### config.mk
export PLATFORM = sky130hd
export DESIGN_NAME = diomm_top
export DESIGN_NICKNAME = d
export VERILOG_FILES = /design/src/hdl/diomm_pkg.sv /design/src/hdl/diomm_in_sync.sv /design/src/hdl/diomm_top.sv
export SDC_FILE = /design/constraint.sdc
export NUM_CORES = 1
export LEC_CHECK = 0
export ABC_AREA = 1
export ABC_CLOCK_PERIOD_IN_PS = 3290
export BUFFER_PORTS_ARGS = -buffer_cell sky130_fd_sc_hd__buf_2
export CORE_ASPECT_RATIO = 0.6
export CORE_UTILIZATION = 49
export DETAILED_ROUTE_END_ITERATION = 16
export PLACE_DENSITY = 0.75
export RECOVER_POWER = 100
export SLEW_MARGIN = 30
export SYNTH_ARGS = -nofsm -noshare
export SYNTH_HDL_FRONTEND = slang
export SYNTH_SLANG_ARGS = --single-unit
export TNS_END_PERCENT = 10
### constraint.sdc
create_clock -name clk_in -period 3.29 [get_ports clk_in]
set_input_delay 0.1645 -clock clk_in [delete_from_list [all_inputs] [get_ports clk_in]]
set_output_delay 0.1645 -clock clk_in [all_outputs]
set_load 0.005 [all_outputs]
### src/hdl/diomm_pkg.sv
// Package for the digital I/O mode mapper: modes, carriers and reset values
package diomm_pkg;

  // ***************************************************************
  // Mode encodings
  // ***************************************************************
  localparam logic [2:0] DIOMM_OUT_MODE_MAX = 3'h5;
  localparam logic [2:0] DIOMM_IN_MODE_MAX = 3'h4;
  localparam logic [2:0] DIOMM_MODE_KEEP = 3'h5;
  localparam logic [2:0] DIOMM_MODE_LINKED = 3'h4;
  localparam logic [2:0] DIOMM_MODE_RST = 3'h0;

  typedef enum logic [2:0] {
    DIOMM_M0 = 3'h0,
    DIOMM_M1 = 3'h1,
    DIOMM_M2 = 3'h2,
    DIOMM_M3 = 3'h3,
    DIOMM_M4 = 3'h4,
    DIOMM_M5 = 3'h5
  } diomm_mode_type;

  // ***************************************************************
  // Function selectors for the local per-function assignment
  // ***************************************************************
  // Each function names the input (1..3) that triggers it, 0 = none
  localparam int DIOMM_NFUNC = 6;
  localparam int DIOMM_F_PERIOD = 0;
  localparam int DIOMM_F_START = 1;
  localparam int DIOMM_F_STOP = 2;
  localparam int DIOMM_F_CLRMM = 3;
  localparam int DIOMM_F_TXVAL = 4;
  localparam int DIOMM_F_MSTART = 5;
  localparam logic [1:0] DIOMM_SEL_NONE = 2'h0;
  localparam logic [1:0] DIOMM_SEL_RST = 2'h0;

  // ***************************************************************
  // Carriers
  // ***************************************************************
  typedef struct packed {
    logic running;
    logic complete;
    logic in_tol;
    logic good;
    logic warn_out;
    logic tol_out;
    logic rework;
    logic reject;
    logic below_lwarn;
    logic above_uwarn;
  } diomm_meas_type;

  typedef struct packed {
    logic period;
    logic start;
    logic stop;
    logic clr_minmax;
    logic tx_value;
    logic master_start;
    logic master_take;
  } diomm_func_type;

  typedef struct packed {
    logic [1:0] period;
    logic [1:0] start;
    logic [1:0] stop;
    logic [1:0] clr_minmax;
    logic [1:0] tx_value;
    logic [1:0] master_start;
  } diomm_assign_type;

endpackage

### src/hdl/diomm_in_sync.sv
// Two-stage synchroniser and rising-edge detector for the three control inputs
`timescale 1ns/100ps
`default_nettype none
module diomm_in_sync (
  // Clock and reset
  input wire logic clk_in,
  input wire logic sys_rst_in,
  // Pins
  input wire logic [2:0] pin_in,
  // Synchronised level and leading-edge pulse
  output logic [2:0] level_out,
  output logic [2:0] rise_out
);

  logic [2:0] meta_q;
  logic [2:0] sync_q;
  logic [2:0] prev_q;

  always_ff @(posedge clk_in or posedge sys_rst_in) begin
    if (sys_rst_in) begin
      meta_q <= 3'h0;
      sync_q <= 3'h0;
      prev_q <= 3'h0;
    end else begin
      meta_q <= pin_in;
      sync_q <= meta_q;
      prev_q <= sync_q;
    end
  end

  assign level_out = sync_q;
  // RL15: leading edge detect
  assign rise_out = sync_q & ~prev_q;

endmodule
`default_nettype wire

### src/hdl/diomm_top.sv
// Digital I/O mode mapper: output mode mapping and input function decoding
`timescale 1ns/100ps
`default_nettype none
// Behaviour
// RL1: three outputs modes 0-5, three inputs 0-4
// RL2: output mode 0 drives nothing
// RL3: mode 1: running, complete, within limits
// RL4: mode 2: good, warning exceeded, tolerance exceeded
// RL5: mode 3: good, rework, reject
// RL6: mode 4 same outputs as mode 3
// RL7: mode 5: good, below lower warning
// RL8: mode 5 above upper warning on three
// RL9: mode 4 on either side forces both; output mode 4 does not end an active local assignment
// RL10: input mode 0 ignores all inputs
// RL11: mode 1 levels: period, master start, takeover
// RL12: mode 2 pulses start, stop; clear min/max
// RL13: mode 3 period, send pulse, master start+take
// RL14: mode 4 period level, master start/take pulses
// RL15: status levels sustained, pulses on leading edge
// RL16: program preset mode overrides local assignment
// RL17: report mode 5 if local assignment nonstandard
// RL18: returned mode 5 keeps local assignment
module diomm_top (
  // Clock and reset
  input wire logic clk_in,
  input wire logic sys_rst_in,
  // Local mode selection from the instrument front panel
  input wire logic [2:0] loc_out_mode_in,
  input wire logic loc_out_mode_wr_in,
  input wire logic [2:0] loc_in_mode_in,
  input wire logic loc_in_mode_wr_in,
  // Local per-function input assignment
  input wire diomm_pkg::diomm_assign_type loc_assign_in,
  input wire logic loc_assign_wr_in,
  // Configuration program
  input wire logic [2:0] cfg_in_mode_in,
  input wire logic cfg_in_mode_wr_in,
  input wire logic [2:0] cfg_out_mode_in,
  input wire logic cfg_out_mode_wr_in,
  output logic [2:0] upload_in_mode_out,
  // Measurement state
  input wire diomm_pkg::diomm_meas_type meas_in,
  // Control pins
  input wire logic input_line_one_in,
  input wire logic input_line_two_in,
  input wire logic input_line_three_in,
  output logic output_line_one_out,
  output logic output_line_two_out,
  output logic output_line_three_out,
  // Decoded instrument functions
  output diomm_pkg::diomm_func_type func_out,
  output logic [2:0] out_mode_out,
  output logic [2:0] in_mode_out
);

  // ***************************************************************
  // Mode storage
  // ***************************************************************
  logic [2:0] out_mode_q;
  logic [2:0] in_mode_q;
  logic custom_q;
  diomm_pkg::diomm_assign_type assign_q;

  // RL1: modes out of range are refused
  logic loc_out_ok;
  logic loc_in_ok;
  logic cfg_out_ok;
  logic cfg_in_ok;
  // Out-of-range writes are dropped silently rather than clamped
  assign loc_out_ok = loc_out_mode_wr_in && loc_out_mode_in <= diomm_pkg::DIOMM_OUT_MODE_MAX;
  assign loc_in_ok = loc_in_mode_wr_in && loc_in_mode_in <= diomm_pkg::DIOMM_IN_MODE_MAX;
  assign cfg_out_ok = cfg_out_mode_wr_in && cfg_out_mode_in <= diomm_pkg::DIOMM_OUT_MODE_MAX;
  // RL18: mode 5 from the program is not applied
  assign cfg_in_ok = cfg_in_mode_wr_in && cfg_in_mode_in <= diomm_pkg::DIOMM_IN_MODE_MAX;

  always_ff @(posedge clk_in or posedge sys_rst_in) begin
    if (sys_rst_in) begin
      out_mode_q <= diomm_pkg::DIOMM_MODE_RST;
      in_mode_q <= diomm_pkg::DIOMM_MODE_RST;
    end else begin
      // RL9: mode 4 on either side links both
      // Leaving mode 4 on one side does not move the other side back
      if (cfg_in_ok) begin
        in_mode_q <= cfg_in_mode_in;
        if (cfg_in_mode_in == diomm_pkg::DIOMM_MODE_LINKED) begin
          out_mode_q <= diomm_pkg::DIOMM_MODE_LINKED;
        end
      end else if (loc_in_ok) begin
        in_mode_q <= loc_in_mode_in;
        if (loc_in_mode_in == diomm_pkg::DIOMM_MODE_LINKED) begin
          out_mode_q <= diomm_pkg::DIOMM_MODE_LINKED;
        end
      end else if (cfg_out_ok) begin
        out_mode_q <= cfg_out_mode_in;
        if (cfg_out_mode_in == diomm_pkg::DIOMM_MODE_LINKED) begin
          in_mode_q <= diomm_pkg::DIOMM_MODE_LINKED;
        end
      end else if (loc_out_ok) begin
        out_mode_q <= loc_out_mode_in;
        if (loc_out_mode_in == diomm_pkg::DIOMM_MODE_LINKED) begin
          in_mode_q <= diomm_pkg::DIOMM_MODE_LINKED;
        end
      end
    end
  end

  // Local custom assignment is kept until a preset mode replaces it
  // An input mode write beats an assignment write in the same cycle
  always_ff @(posedge clk_in or posedge sys_rst_in) begin
    if (sys_rst_in) begin
      custom_q <= 1'b0;
      assign_q <= '0;
    end else if (cfg_in_ok) begin
      // RL16: program preset discards local assignment
      custom_q <= 1'b0;
    end else if (loc_in_ok) begin
      custom_q <= 1'b0;
    end else if (loc_assign_wr_in) begin
      custom_q <= 1'b1;
      assign_q <= loc_assign_in;
    end
  end

  // Upload value lags one cycle; the program reads it only at upload time
  // RL17: nonstandard assignment reported as mode 5
  always_ff @(posedge clk_in or posedge sys_rst_in) begin
    if (sys_rst_in) begin
      upload_in_mode_out <= diomm_pkg::DIOMM_MODE_RST;
    end else if (custom_q) begin
      upload_in_mode_out <= diomm_pkg::DIOMM_MODE_KEEP;
    end else begin
      upload_in_mode_out <= in_mode_q;
    end
  end

  assign out_mode_out = out_mode_q;
  assign in_mode_out = in_mode_q;

  // ***************************************************************
  // Output mapping
  // ***************************************************************
  logic [2:0] out_d;
  logic [2:0] out_q;

  always_comb begin
    out_d = 3'h0;
    case (diomm_pkg::diomm_mode_type'(out_mode_q))
      // RL2: nothing driven
      diomm_pkg::DIOMM_M0: begin
        out_d = 3'h0;
      end
      // RL3: running, complete, in limits
      diomm_pkg::DIOMM_M1: begin
        out_d = {meas_in.in_tol, meas_in.complete, meas_in.running};
      end
      // RL4: good, warning, tolerance
      diomm_pkg::DIOMM_M2: begin
        out_d = {meas_in.tol_out, meas_in.warn_out, meas_in.good};
      end
      // RL5: classification, RL6: mode 4 shares it
      diomm_pkg::DIOMM_M3, diomm_pkg::DIOMM_M4: begin
        out_d = {meas_in.reject, meas_in.rework, meas_in.good};
      end
      // RL7: good and below lower warning, RL8: upper on three
      diomm_pkg::DIOMM_M5: begin
        out_d = {meas_in.above_uwarn, meas_in.below_lwarn, meas_in.good};
      end
      default: begin
        out_d = 3'h0;
      end
    endcase
  end

  // Registered so the isolated outputs never glitch while mode or state settle
  always_ff @(posedge clk_in or posedge sys_rst_in) begin
    if (sys_rst_in) begin
      out_q <= 3'h0;
    end else begin
      out_q <= out_d;
    end
  end

  assign output_line_one_out = out_q[0];
  assign output_line_two_out = out_q[1];
  assign output_line_three_out = out_q[2];

  // ***************************************************************
  // Input decoding
  // ***************************************************************
  logic [2:0] lvl;
  logic [2:0] rise;

  diomm_in_sync u_sync (
    .clk_in(clk_in),
    .sys_rst_in(sys_rst_in),
    .pin_in({input_line_three_in, input_line_two_in, input_line_one_in}),
    .level_out(lvl),
    .rise_out(rise)
  );

  // Picks an input bit by its 1-based selector, 0 means unassigned
  function automatic logic pick(input logic [2:0] v, input logic [1:0] sel);
    logic r;
    r = 1'b0;
    if (sel != diomm_pkg::DIOMM_SEL_NONE) begin
      r = v[sel - 2'h1];
    end
    return r;
  endfunction

  diomm_pkg::diomm_func_type func_d;

  always_comb begin
    func_d = '0;
    if (custom_q) begin
      // Takeover cannot be assigned locally, so it stays quiet here
      // RL15: levels for period, pulses elsewhere
      func_d.period = pick(lvl, assign_q.period);
      func_d.start = pick(rise, assign_q.start);
      func_d.stop = pick(rise, assign_q.stop);
      func_d.clr_minmax = pick(rise, assign_q.clr_minmax);
      func_d.tx_value = pick(rise, assign_q.tx_value);
      func_d.master_start = pick(rise, assign_q.master_start);
    end else begin
      case (diomm_pkg::diomm_mode_type'(in_mode_q))
        // RL10: all inputs ignored
        diomm_pkg::DIOMM_M0: begin
          func_d = '0;
        end
        // RL11: all level interpreted
        diomm_pkg::DIOMM_M1: begin
          func_d.period = lvl[0];
          func_d.master_start = lvl[1];
          func_d.master_take = lvl[2];
        end
        // RL12: start/stop pulses, clear level
        diomm_pkg::DIOMM_M2: begin
          func_d.start = rise[0];
          func_d.stop = rise[1];
          func_d.clr_minmax = lvl[2];
        end
        // RL13: period, send pulse, master start and take
        diomm_pkg::DIOMM_M3: begin
          func_d.period = lvl[0];
          func_d.tx_value = rise[1];
          func_d.master_start = lvl[2];
          func_d.master_take = lvl[2];
        end
        // RL14: period level, master pulses
        diomm_pkg::DIOMM_M4: begin
          func_d.period = lvl[0];
          func_d.master_start = rise[1];
          func_d.master_take = rise[2];
        end
        default: begin
          func_d = '0;
        end
      endcase
    end
  end

  always_ff @(posedge clk_in or posedge sys_rst_in) begin
    if (sys_rst_in) begin
      func_out <= '0;
    end else begin
      func_out <= func_d;
    end
  end

  // ***************************************************************
  // Assertions
  // ***************************************************************
  a_mode_zero_quiet: assert property (@(posedge clk_in) disable iff (sys_rst_in) // RL2
    $past(out_mode_q) == 3'h0 |-> out_q == 3'h0) else $error("output mode 0 drives a line");
  a_mode_one_map: assert property (@(posedge clk_in) disable iff (sys_rst_in) // RL3
    $past(out_mode_q) == 3'h1 |-> out_q == {$past(meas_in.in_tol), $past(meas_in.complete),
    $past(meas_in.running)}) else $error("output mode 1 mapping wrong");
  a_mode_two_map: assert property (@(posedge clk_in) disable iff (sys_rst_in) // RL4
    $past(out_mode_q) == 3'h2 |-> out_q == {$past(meas_in.tol_out), $past(meas_in.warn_out),
    $past(meas_in.good)}) else $error("output mode 2 mapping wrong");
  a_class_map: assert property (@(posedge clk_in) disable iff (sys_rst_in) // RL5
    ($past(out_mode_q) == 3'h3 || $past(out_mode_q) == 3'h4) |-> out_q == {$past(meas_in.reject),
    $past(meas_in.rework), $past(meas_in.good)}) else $error("classification mapping wrong");
  a_mode_five_map: assert property (@(posedge clk_in) disable iff (sys_rst_in) // RL7
    $past(out_mode_q) == 3'h5 |-> out_q == {$past(meas_in.above_uwarn), $past(meas_in.below_lwarn),
    $past(meas_in.good)}) else $error("output mode 5 mapping wrong");
  a_mode_link: assert property (@(posedge clk_in) disable iff (sys_rst_in) // RL9
    (cfg_in_ok && cfg_in_mode_in == 3'h4)
    || (!cfg_in_ok && loc_in_ok && loc_in_mode_in == 3'h4)
    || (!cfg_in_ok && !loc_in_ok && cfg_out_ok && cfg_out_mode_in == 3'h4)
    || (!cfg_in_ok && !loc_in_ok && !cfg_out_ok && loc_out_ok && loc_out_mode_in == 3'h4)
    |=> in_mode_q == 3'h4 && out_mode_q == 3'h4) else $error("mode 4 not linked");
  a_in_zero_quiet: assert property (@(posedge clk_in) disable iff (sys_rst_in) // RL10
    in_mode_q == 3'h0 && !custom_q |=> func_out == '0) else $error("input mode 0 not ignored");
  a_pulse_once: assert property (@(posedge clk_in) disable iff (sys_rst_in) // RL14
    in_mode_q == 3'h4 && !custom_q && $stable(in_mode_q) && func_out.master_take |=> !func_out.master_take)
    else $error("takeover pulse longer than one cycle");
  a_preset_wins: assert property (@(posedge clk_in) disable iff (sys_rst_in) // RL16
    cfg_in_ok |=> !custom_q ##1 upload_in_mode_out != 3'h5) else $error("preset did not override");
  a_report_keep: assert property (@(posedge clk_in) disable iff (sys_rst_in) // RL17
    custom_q |=> upload_in_mode_out == 3'h5) else $error("custom assignment not reported");
  a_keep_on_five: assert property (@(posedge clk_in) disable iff (sys_rst_in) // RL18
    cfg_in_mode_wr_in && cfg_in_mode_in == 3'h5 && !loc_in_ok && !cfg_out_ok && !loc_out_ok
    |=> $stable(in_mode_q)) else $error("mode 5 changed input mode");

  // ***************************************************************
  // Mode bookkeeping checks
  // ***************************************************************
  a_mode_range: assert property (@(posedge clk_in) disable iff (sys_rst_in) // RL1
    out_mode_q <= diomm_pkg::DIOMM_OUT_MODE_MAX && in_mode_q <= diomm_pkg::DIOMM_IN_MODE_MAX)
    else $error("mode out of range");
  a_out_refused: assert property (@(posedge clk_in) disable iff (sys_rst_in) // RL1
    loc_out_mode_wr_in && loc_out_mode_in > diomm_pkg::DIOMM_OUT_MODE_MAX
    && !cfg_in_ok && !loc_in_ok && !cfg_out_ok |=> $stable(out_mode_q)) else $error("refused output mode applied");
  a_in_refused: assert property (@(posedge clk_in) disable iff (sys_rst_in) // RL1
    loc_in_mode_wr_in && loc_in_mode_in > diomm_pkg::DIOMM_IN_MODE_MAX
    && !cfg_in_ok && !cfg_out_ok && !loc_out_ok |=> $stable(in_mode_q)) else $error("refused input mode applied");
  a_upload_std: assert property (@(posedge clk_in) disable iff (sys_rst_in) // RL17
    !custom_q |=> upload_in_mode_out == $past(in_mode_q)) else $error("standard mode not reported");
  a_keep_assign: assert property (@(posedge clk_in) disable iff (sys_rst_in) // RL18
    cfg_in_mode_wr_in && cfg_in_mode_in == 3'h5 && !loc_in_ok && !loc_assign_wr_in
    |=> $stable(custom_q) && $stable(assign_q)) else $error("mode 5 changed local assignment");

  // ***************************************************************
  // Input function checks
  // ***************************************************************
  a_in_one_map: assert property (@(posedge clk_in) disable iff (sys_rst_in) // RL11
    in_mode_q == 3'h1 && !custom_q |=> func_out == {$past(lvl[0]), 4'h0, $past(lvl[1]), $past(lvl[2])})
    else $error("input mode 1 decode wrong");
  a_in_two_map: assert property (@(posedge clk_in) disable iff (sys_rst_in) // RL12
    in_mode_q == 3'h2 && !custom_q |=> func_out == {1'b0, $past(rise[0]), $past(rise[1]), $past(lvl[2]), 3'h0})
    else $error("input mode 2 decode wrong");
  a_in_three_map: assert property (@(posedge clk_in) disable iff (sys_rst_in) // RL13
    in_mode_q == 3'h3 && !custom_q |=> func_out == {$past(lvl[0]), 3'h0, $past(rise[1]), $past(lvl[2]), $past(lvl[2])})
    else $error("input mode 3 decode wrong");
  a_in_four_map: assert property (@(posedge clk_in) disable iff (sys_rst_in) // RL14
    in_mode_q == 3'h4 && !custom_q |=> func_out == {$past(lvl[0]), 4'h0, $past(rise[1]), $past(rise[2])})
    else $error("input mode 4 decode wrong");
  a_custom_take: assert property (@(posedge clk_in) disable iff (sys_rst_in) // RL15
    custom_q |=> !func_out.master_take) else $error("takeover raised in custom use");
  a_custom_start: assert property (@(posedge clk_in) disable iff (sys_rst_in) // RL15
    custom_q && assign_q.start == 2'h1 |=> func_out.start == $past(rise[0])) else $error("custom start not edge");
  a_custom_period: assert property (@(posedge clk_in) disable iff (sys_rst_in) // RL15
    custom_q && assign_q.period == 2'h1 |=> func_out.period == $past(lvl[0])) else $error("custom period not level");

endmodule
`default_nettype wire

==> results of run 1 <==
## tightest hold or removal path, cell delays in order
cell	delay, ns
sky130_fd_sc_hd__buf_2	0.10
sky130_fd_sc_hd__inv_1	0.04
sky130_fd_sc_hd__buf_4	0.42
## power by group
part,switching [W],leakage (nW),internal [W]
registers,0.0000377,0.508,0.000571
logic,0.000173,0.809,0.000123
clock network,0.000165,0.0443,0.000166
total,0.000376,1.36,0.000860
## final cells by class
cell class / instances / area (um^2)
multi-input cells: 167 / 826
inverters: 38 / 143
well taps: 57 / 71.3
flip-flops and latches: 41 / 1030
repair buffers: 66 / 339
fillers: 362 / 1360
clock buffers: 7 / 86.3
## how the worst max path moves through the flow
stage	slack (ns)	depth (start not counted)	end	start
final	2.03	4	func_out[4]$_DFF_PP0_	in_mode_out[2]$_DFFE_PP0P_
after global routing	1.99	4	func_out[4]$_DFF_PP0_	in_mode_out[2]$_DFFE_PP0P_
after CTS	2.06	5	func_out[6]$_DFF_PP0_	assign_q[10]$_DFFE_PP0P_
after detailed placement	2.07	5	func_out[6]$_DFF_PP0_	assign_q[10]$_DFFE_PP0P_
after global placement	2.11	4	func_out[4]$_DFF_PP0_	assign_q[6]$_DFFE_PP0P_
after floorplan	2.18	1	assign_q[0]$_DFFE_PP0P_	sys_rst_in
## cell usage after synthesis (2+ instances only)
cell,instances
sky130_fd_sc_hd__ha_1,6
sky130_fd_sc_hd__nand3_1,18
sky130_fd_sc_hd__o21ai_0,12
sky130_fd_sc_hd__buf_6,2
sky130_fd_sc_hd__o22ai_1,3
sky130_fd_sc_hd__nand4_1,5
sky130_fd_sc_hd__a21oi_1,2
sky130_fd_sc_hd__o21ai_2,13
sky130_fd_sc_hd__o2111ai_1,2
sky130_fd_sc_hd__nand2_2,4
sky130_fd_sc_hd__o21bai_1,2
sky130_fd_sc_hd__nand2_1,64
sky130_fd_sc_hd__inv_1,38
sky130_fd_sc_hd__dfrtp_1,41
sky130_fd_sc_hd__nor2_1,27
## kinds of logic after synthesis
| kind of cell | count (synthesis) |
|---|---|
| simple gates | 123 |
| buf+inv | 41 |
| flops | 41 |
| compound gates | 38 |
| fa+ha+maj | 6 |
## through the flow
step | cell area [um^2] | setup slack [ns] | hold slack (ns)
2_1_floorplan | 2070 | 2.18 | 0.196
3_3_place_gp | 2440 | 2.11 | 0.272
3_5_place_dp | 2440 | 2.07 | 0.275
4_1_cts | 2550 | 2.06 | 0.00683
5_1_grt | 2490 | 1.99 | 0.0483
6_report | 2490 | 2.03 | -0.0183
## cell usage in the layout, fill, tap and decap left out, drive strengths merged
cell	n
or2	1
nor2	28
o21ai	26
o22ai	3
o211ai	1
buf	56
nand3	18
nand3b	1
clkbuf	14
a21oi	3
nand2	69
dlygate4sd3	3
o21bai	2
o2111ai	2
nand4	5
inv	38
a22o	1
ha	6
dfrtp	41
nor3	1
## routing by layer
metal | global-route usage (%) | vias up | routed length [um]
met5 | 0 | - | 0
met4 | 7.50 | 0 | 49
met3 | 5.35 | 7 | 247
met2 | 32.0 | 56 | 1730
met1 | 32.5 | 804 | 2340
li1 | - | 934 | -
## timing repair
action                    CTS  global route
hold buffers                3             0
gates resized for setup     0             0
hold endpoints to repair    3             0
==> summary.md, run 1 <==
• complete, but fails checks — outcome
• hold timing — failing checks
• 0 — number of max-slew violations in the final report
• reg -> reg — Critical Setup Path Class
• 1.26 ns — min Tclk post-route
• 63 — Boundary Pins
• 0.000287 V — worst IR drop on VDD
• 7.45 mm — first-pass GRT wire length
• 3.62% — post-synthesis adder-cell area fraction
• 0 — Antenna Diode Count
• false — setup repair after global routing missed its margin
• done — CTS tree
• 64.7% — final standard cell utilization of the core
• 31 — Final Hold Vio Count
• 0.00385 mm^2 — Core Region
• 0.00632 ns — worst setup skew after layout
• 0.29 ns — clk_lat worst skew
• 1 — Critical path buffers and inverters
• 0 — number of synthesized flops with an enable pin
• 2 — maximum clock path buffer count
• 5 — TritonCTS buffer count
• 12 — max reg flops
• sky130_fd_sc_hd__dfrtp_1, sky130_fd_sc_hd__nand2_1, sky130_fd_sc_hd__inv_1, sky130_fd_sc_hd__o21ai_2, sky130_fd_sc_hd__nor2_1 — Synth area leaders
• 100% — Post-synth ARST share
• 0 — final setup fails
• 0 ns — accumulated negative setup slack
• 4 — first drt pass iteration count
• 0% — Post-Synth XOR/XNOR Area
• 1.46 ns — data arrival time of the worst path
• 6 — worst-path fanout max
• 0.826 — global placer's final weighted congestion
• 496 mW/mm^2 — PD cells
• flop — startpoint kind of the worst setup timing path
• 1,603 — via count of the first global-routing pass
• 12.8% — synthesized-area fraction occupied by ao, oa, aoi and oai cells
• sky130_fd_sc_hd__dfrtp_1 — ys flop type
• 2 — H-Tree Level Count
• 0.08 ns — clock transition time at the flip-flop clock pins of the worst setup and hold paths
• 0.499 ns — pin slew with the least headroom to its limit
• 4.79 — per-cell via count in the routed design
• 3.50 ns — Worst Path Required
• 21.9% — fraction of final layout cells with drive strength greater than 1
• in_mode_out[2]$_DFFE_PP0P_ — critical register-to-register path startpoint
• 249 — post-synthesis cell count
• 25.9% — simple-gate area share of the yosys netlist
• 20.1% — P&R area growth vs syn
• 299 — Post-Synthesis Net Count
• 0 — yosys synthesis warning count
• sky130_fd_sc_hd__clkbuf_8 — cell chosen for the clock root
• 53.9% — Initial Utilization
• 49.5% — share of Yosys cell area claimed by the top area cell type
• 1.36 nW — leakage power
• -0.0183 ns — final worst hold slack
• 17 — cell row count
• 52.4 um — Die Span Y
• 42 — pin count of the biggest net entering global routing
• assign_q — register with the most flip-flops
• 0.00207 mm^2 — Post-Syn Area
• 0 — max capacitance violation total
• simple AND/OR/NAND/NOR gates — cell family with most CP delay
• 22.2% — GR Util All Layers
• 0 — Detail Route Antenna Nets
• 41 — Num Clock Sinks
• 11.6 um — average detailed-routed wire length per instance
• 4.37 mm — total detailed-routing wirelength
• in -> async — worst hold path type
• 1,801 — total via count in the routed design
• or2_2 > nor2_1 > inv_1 > o22ai_1 — critical-path cell list
• 0.00124 W — total power consumption of the routed design
• 3.27 mm — sum of net half-perimeters after detailed placement
• 0.43 ns — highest cell delay on the worst timing path
• 2.03 ns — setup slack on the worst flop-to-flop path
• 8.33 um^2 — mean post-synth cell area
• 0 — antenna violations before repair
• 0 — total overflow reported by the global router
• 49.5% — sequential cell area fraction in the yosys report
• 0.00451 mm^2 — area of the die
• 0 — final routed DRC violation total
• 62 — number of input and output port buffers inserted
• flop — crit end category
• 4 — r2r worst-path depth
• 86 um — die width
• 66.8% — tightest slew margin relative to the limit
• 0% — multiplexer share of the synthesized area
• 97 — DRC violation total after the first TritonRoute iteration
• 369 — net count of the finished layout
• 25 — Distinct cells, synth
• sky130_fd_sc_hd__dfrtp_1 — library cell occupying the most area in the post-synthesis netlist
• 38.2% — final worst path period share
• sky130_fd_sc_hd__dfrtp_1 — slowest stage cell on the critical path
• simple AND/OR/NAND/NOR gates — largest family of logic cells by synthesized area
• 0 — setup bufs post-CTS
• 0.796 GHz — timing-limited maximum frequency
• func_out[4]$_DFF_PP0_ — reg2reg end
• 376 — number of standard cells in the layout, taps in and fillers out
• 366 — cell count after placement
• 41 — count of state elements after synthesis
• assign_q (12), func_out (7) — leading registers by flop count
Power figures use the tool's default switching activity.
==> run 2, diff against run 1 <==
--- a/config.mk
+++ b/config.mk
@@ -5,8 +5,8 @@
 export SDC_FILE = /design/constraint.sdc
 export NUM_CORES = 1
 export LEC_CHECK = 0
-export ABC_AREA = 1
-export ABC_CLOCK_PERIOD_IN_PS = 3290
+export ABC_AREA = 0
+export ABC_CLOCK_PERIOD_IN_PS = 1200
 export BUFFER_PORTS_ARGS = -buffer_cell sky130_fd_sc_hd__buf_2
 export CORE_ASPECT_RATIO = 0.6
 export CORE_UTILIZATION = 49
==> constraint.sdc (replaced) <==
create_clock -name clk_in -period 1.2 [get_ports clk_in]
set_input_delay 0.06 -clock clk_in [delete_from_list [all_inputs] [get_ports clk_in]]
set_output_delay 0.06 -clock clk_in [all_outputs]
set_load 0.005 [all_outputs]
==> summary.md, run 2 <==
• complete, but fails checks — outcome
• DRC, hold timing, setup timing — failing checks
• 0.00276 mm^2 — Finished Cell Area
• 37.1% — P&R area growth vs syn
• 59 — DRC violation total after the first TritonRoute iteration
• 0.00373 W — total power consumption of the routed design
• 1.50 ns — data arrival time of the worst path
• 0 — Antenna Diode Count
• 50.9% — share of Yosys cell area claimed by the top area cell type
• 0.30 ns — clk_lat worst skew
• 62 — number of input and output port buffers inserted
• 12 — max reg flops
• sky130_fd_sc_hd__dfrtp_1 — ys flop type
• sky130_fd_sc_hd__dfrtp_1 — most used standard cell by instance count after synthesis
• -0.10 ns — setup slack on the worst flop-to-flop path
• 41 — count of state elements after synthesis
• assign_q[2]$_DFFE_PP0P_ — critical register-to-register path startpoint
• 1350 mW/mm^2 — PD cells
• 0 — number of synthesized flops with an enable pin
• -0.105 ns — worst path setup slack after routing
• 277 — number of inserted filler cells in the final layout
• 0.00201 mm^2 — Post-Syn Area
• 5 — r2r worst-path depth
• 2 — maximum clock path buffer count
• 2 — H-Tree Level Count
• 1.30 ns — min Tclk post-route
• 51.7 um — Die Span Y
• flop — startpoint kind of the worst setup timing path
• 72.5% — final standard cell utilization of the core
• 0.000899 V — worst IR drop on VDD
• 2.06 mm — WL met2
• 100% — Post-synth ARST share
• flop — crit end category
• 37.2% — fraction of final layout cells with drive strength greater than 1
• 0 — total overflow reported by the global router
• 244 — Post-Synthesis Net Count
• sky130_fd_sc_hd__buf_2 — leading cell type in the layout, fill and taps excluded
• assign_q[2]$_DFFE_PP0P_ — startpoint of the most critical setup path
• 2 — final routed DRC violation total
• 0.00354 ns — worst setup skew after layout
• 50.9% — sequential cell area fraction in the yosys report
• 84.8 um — die width
• 109% — final worst path period share
• 14.9 um — average detailed-routed wire length per instance
• -0.000591 ns — final worst hold slack
• in -> reg — worst hold path type
• sky130_fd_sc_hd__dfrtp_1, sky130_fd_sc_hd__inv_1, sky130_fd_sc_hd__nand3_1, sky130_fd_sc_hd__a21oi_1, sky130_fd_sc_hd__o21ai_1 — commonest cells in the synthesized netlist
• 0.08 ns — clock transition time at the flip-flop clock pins of the worst setup and hold paths
• 0 — antenna violations before repair
• 1,580 — via count of the first global-routing pass
• 0.541 ns — pin slew with the least headroom to its limit
• 3.46 mm — sum of net half-perimeters after detailed placement
• 0.779 — global placer's final weighted congestion
• 0 — Detail Route Antenna Nets
• 0.766 GHz — timing-limited maximum frequency
• 17 — cell row count
• 52.9% — Initial Utilization
• 2 — worst-path fanout max
• met4 — uppermost metal layer occupied by signal nets
• 5.39 — per-cell via count in the routed design
• 1,804 — total via count in the routed design
• true — setup repair after global routing missed its margin
• 0.37 ns — highest cell delay on the worst timing path
• 0 — max capacitance violation total
• 10 — first drt pass iteration count
• 2.54 mm — routed metal-1 wirelength
• sky130_fd_sc_hd__dfrtp_1, sky130_fd_sc_hd__mux2i_1, sky130_fd_sc_hd__ha_1, sky130_fd_sc_hd__inv_1, sky130_fd_sc_hd__nand3_1 — Synth area leaders
• 5 — TritonCTS buffer count
• reg -> reg — Critical Setup Path Class
• done — CTS tree
• 0 — number of max-slew violations in the final report
• 10.4 um^2 — mean post-synth cell area
• 42 — pin count of the biggest net entering global routing
• sky130_fd_sc_hd__dfrtp_1 — slowest stage cell on the critical path
• 0.00255 mm^2 — Post-DP Area
• 23.0% — GR Util All Layers
• 0.00438 mm^2 — area of the die
• assign_q — register with the most flip-flops
• 279 um — met3 layer wire length in the routed design
• 0 — yosys synthesis warning count
• 63 — Boundary Pins
• 39 — Distinct cells, synth
• 1.39 ns — Worst Path Required
• 63.9% — tightest slew margin relative to the limit
• 0.00381 mm^2 — Core Region
• 194 — post-synthesis cell count
• sky130_fd_sc_hd__dfrtp_1 — library cell occupying the most area in the post-synthesis netlist
• func_out[2]$_DFF_PP0_ — CP Capture Point
• 337 — net count of the finished layout
• 4 — final setup fails
• 4.99 mm — total detailed-routing wirelength
• 1 — Final Hold Vio Count
• inv_2 > ha_4 > mux2i_1 > a21oi_1 > o31ai_1 — critical-path cell list
• 1.35 nW — leakage power
• 7.49 mm — first-pass GRT wire length
• func_out[2]$_DFF_PP0_ — reg2reg end
• assign_q (12), func_out (7) — leading registers by flop count
• sky130_fd_sc_hd__clkbuf_8 — cell chosen for the clock root
• 41 — Num Clock Sinks
• -0.328 ns — accumulated negative setup slack
• sky130_fd_sc_hd__buf_2, sky130_fd_sc_hd__dfrtp_1, sky130_fd_sc_hd__buf_4 — highest-count cells in the layout ignoring fill and taps
-- run 2: where the power goes --
group          switching [W]  internal [W]
registers           0.000115       0.00155
clock network       0.000483      0.000520
logic               0.000508      0.000551
total                0.00111       0.00262
-- run 2: repair_timing --
action,in CTS,in global routing
pin swaps,6,8
buffers inserted,1,0
hold endpoints to repair,47,0
hold buffers,7,0
resized for setup,5,13
endpoints found under the setup margin,6,9
-- run 2: worst max-delay path: cells and delay by family, from the launching register on --
family	cells	cell delay [ns]
compound gates	2	0.33
fa+ha+maj	1	0.26
buf+inv	1	0.06
flops	1	0.37
mux	1	0.18
-- run 2: how the worst min path moves through the flow --
stage                     cells after the start              start                    endpoint  slack (ns)
final                                         3  loc_assign_in[10]    assign_q[10]$_DFFE_PP0P_     -0.0006
after detailed placement                      3         sys_rst_in          out_q[2]$_DFF_PP0_        0.14
after CTS                                     3  loc_assign_in[10]    assign_q[10]$_DFFE_PP0P_      0.0008
after floorplan                               0  input_line_one_in  u_sync.meta_q[0]$_DFF_PP0_        0.09
after global routing                          3  loc_assign_in[10]    assign_q[10]$_DFFE_PP0P_        0.02
after global placement                        3         sys_rst_in     assign_q[7]$_DFFE_PP0P_        0.13
-- run 2: through the flow --
stage          instances  setup WS (ns)
6_report             335         -0.105
5_1_grt              335         -0.220
4_1_cts              335         -0.130
3_5_place_dp         319         -0.108
3_3_place_gp         319         -0.112
2_1_floorplan        194       -0.00675
-- run 2: cell families after synthesis --
kind of cell	share of synthesized area, %
flops	50.9
simple gates	16.1
fa+ha+maj	3.73
mux	6.21
buf+inv	5.03
compound gates	18.0
-- run 2: metal layers --
| metal | up-vias | GRT usage, % |
|---|---|---|
| met1 | 854 | 33.8 |
| met3 | 12 | 5.08 |
| li1 | 875 | - |
| met4 | 0 | 9.32 |
| met2 | 63 | 32.9 |
| met5 | - | 0 |
-- run 2: area by class of cell --
class	instances	area, um^2	area share [%]
Multi-Input combinational cell	127	961	34.8
Timing Repair Buffer	93	543	19.7
Clock buffer	7	96.3	3.49
Tap cell	47	58.8	2.13
Sequential cell	41	1030	37.2
Inverter	19	71.3	2.58
Clock inverter	1	5.00	0.181
==> run 3, diff against run 2 <==
--- a/config.mk
+++ b/config.mk
@@ -7,13 +7,11 @@
 export LEC_CHECK = 0
 export ABC_AREA = 0
 export ABC_CLOCK_PERIOD_IN_PS = 1200
-export BUFFER_PORTS_ARGS = -buffer_cell sky130_fd_sc_hd__buf_2
+export BUFFER_PORTS_ARGS = -buffer_cell sky130_fd_sc_hd__clkbuf_2
 export CORE_ASPECT_RATIO = 0.6
 export CORE_UTILIZATION = 49
 export DETAILED_ROUTE_END_ITERATION = 16
 export PLACE_DENSITY = 0.75
-export RECOVER_POWER = 100
-export SLEW_MARGIN = 30
 export SYNTH_ARGS = -nofsm -noshare
 export SYNTH_HDL_FRONTEND = slang
 export SYNTH_SLANG_ARGS = --single-unit
==> summary.md, run 3 (synthesis gave the netlist of run 2 again) <==
• 1,731 — via count of the first global-routing pass
• assign_q[6]$_DFFE_PP0P_ — critical register-to-register path startpoint
• 62 — number of input and output port buffers inserted
• 44.3% — fraction of final layout cells with drive strength greater than 1
• 0 — max capacitance violation total
• 5 — r2r worst-path depth
• 0.00258 mm^2 — Post-DP Area
• 2 — maximum clock path buffer count
• 0 — antenna violations before repair
• 76.1% — tightest slew margin relative to the limit
• 341 — net count of the finished layout
• flop — startpoint kind of the worst setup timing path
• 2 — worst-path fanout max
• assign_q (12), func_out (7) — leading registers by flop count
• 0.00381 mm^2 — Core Region
• sky130_fd_sc_hd__clkbuf_2 — leading cell type in the layout, fill and taps excluded
• 0 — Antenna Diode Count
• 42 — pin count of the biggest net entering global routing
• in -> reg — worst hold path type
• 0.00112 W — switching component of the power
• 247 — number of inserted filler cells in the final layout
• 5.48 — per-cell via count in the routed design
• 29.8% — switch share
• loc_assign_in[9] — startpoint of the tightest hold check path
• 17 — cell row count
• 0.00675 ns — worst setup skew after layout
• 51.7 um — Die Span Y
• 1.52 ns — data arrival time of the worst path
• 44.4% — sequential share of power
• true — setup repair after global routing missed its margin
• 0 — total overflow reported by the global router
• 16.0 um — average detailed-routed wire length per instance
• 0.00264 W — Internal Power
• assign_q — register with the most flip-flops
• 0.00438 mm^2 — area of the die
• 1.42 nW — leakage power
• 5 — final setup fails
• 0.00286 mm^2 — Finished Cell Area
• 0 — Final Hold Vio Count
• 1.32 ns — min Tclk post-route
• 5 — TritonCTS buffer count
• reg -> reg — Critical Setup Path Class
• 10 — first drt pass iteration count
• 31.7% — share of power burned in combinational logic
• 0.00487 ns — final worst hold slack
• DRC, setup timing — failing checks
• 0.29 ns — clk_lat worst skew
• sky130_fd_sc_hd__clkbuf_2, sky130_fd_sc_hd__dfrtp_1, sky130_fd_sc_hd__buf_4 — highest-count cells in the layout ignoring fill and taps
• 12 — max reg flops
• 52.9% — Initial Utilization
• 3 — cell depth of the worst min-delay path
• 0.00103 mm^2 — sequential cell area
• 1.39 ns — Worst Path Required
• 2 — H-Tree Level Count
• -0.123 ns — worst path setup slack after routing
• -0.12 ns — setup slack on the worst flop-to-flop path
• 323 — cell count after placement
• func_out[4]$_DFF_PP0_ — reg2reg end
• 2 — final routed DRC violation total
• 0 — Detail Route Antenna Nets
• 1310 mW/mm^2 — PD cells
• 338 — number of standard cells in the layout, taps in and fillers out
• 0.356 ns — pin slew with the least headroom to its limit
• 0.00102 mm^2 — area of the multi-input gates
• 114 — DRC violation total after the first TritonRoute iteration
• 23.9% — clock network power share
• 0.08 ns — clock transition time at the flip-flop clock pins of the worst setup and hold paths
• 24.7% — GR Util All Layers
• 0 — number of max-slew violations in the final report
• 8.10 mm — first-pass GRT wire length
• 0.756 GHz — timing-limited maximum frequency
• 63 — Boundary Pins
• 3.63 mm — sum of net half-perimeters after detailed placement
• done — CTS tree
• -0.114 ns — post-place setup slack
• 0.000768 V — worst IR drop on VDD
• flop — crit end category
• 41 — Num Clock Sinks
• 5.42 mm — total detailed-routing wirelength
• sky130_fd_sc_hd__clkbuf_8 — cell chosen for the clock root
• 42.0% — P&R area growth vs syn
• 110% — final worst path period share
• -0.352 ns — accumulated negative setup slack
• 84.8 um — die width
• complete, but fails checks — outcome
• 0.797 — global placer's final weighted congestion
• 1,851 — total via count in the routed design
• assign_q[9]$_DFFE_PP0P_ — Hold EP
run 3: stage by stage:
stage               utilization (%)  total power (W)
CTS                            73.7          0.00367
global placement               67.8          0.00264
detailed placement             67.8          0.00267
finish                         75.2          0.00376
global route                   75.2          0.00397
floorplan                         -          0.00221
run 3: how the worst max path moves through the flow:
stage	startpoint	to	slack, ns
3_5_place_dp	assign_q[8]$_DFFE_PP0P_	func_out[5]$_DFF_PP0_	-0.11
2_1_floorplan	assign_q[6]$_DFFE_PP0P_	func_out[4]$_DFF_PP0_	-0.007
5_1_grt	assign_q[6]$_DFFE_PP0P_	func_out[4]$_DFF_PP0_	-0.23
4_1_cts	assign_q[2]$_DFFE_PP0P_	func_out[2]$_DFF_PP0_	-0.11
6_report	assign_q[6]$_DFFE_PP0P_	func_out[4]$_DFF_PP0_	-0.12
3_3_place_gp	assign_q[8]$_DFFE_PP0P_	func_out[5]$_DFF_PP0_	-0.07
run 3: final cells by class:
cell class	instances	area share [%]
multi-input cells	127	35.5
inverters	19	2.49
well taps	47	2.06
flip-flops and latches	41	35.9
repair buffers	97	21.0
clock buffers	7	3.02
run 3: worst max-delay path, cell delays in order, from the launching register on:
cell and delay [ns]:
sky130_fd_sc_hd__dfrtp_1 0.36, sky130_fd_sc_hd__inv_2 0.07, sky130_fd_sc_hd__ha_4 0.27, sky130_fd_sc_hd__mux2i_1 0.18, sky130_fd_sc_hd__a21oi_1 0.08, sky130_fd_sc_hd__o32ai_1 0.25
run 3: power by group through the flow:
| stage | Combinational [W] | Sequential [W] | Clock [W] |
|---|---|---|---|
| after detailed placement | 0.000988 | 0.00168 | 0 |
| after global routing | 0.00131 | 0.00169 | 0.000972 |
| final | 0.00119 | 0.00167 | 0.000897 |
| after floorplan | 0.000548 | 0.00166 | 0 |
| after CTS | 0.00110 | 0.00166 | 0.000908 |
| after global placement | 0.000964 | 0.00168 | 0 |
run 3: timing repair:
action	4_1_cts	5_1_grt
cloned	0	0
setup endpoints to repair	6	9
endpoints found under the hold margin	46	0
setup buffers	2	0
gates resized for setup	10	12
pin swaps	8	9
hold buffers	6	0
run 3: routing by layer:
layer	vias to the layer above	GRT usage [%]	wire, um
met3	14	5.56	335
met1	879	35.3	2480
li1	886	-	-
met4	0	9.04	89
met2	72	37.3	2510
met5	-	0	0
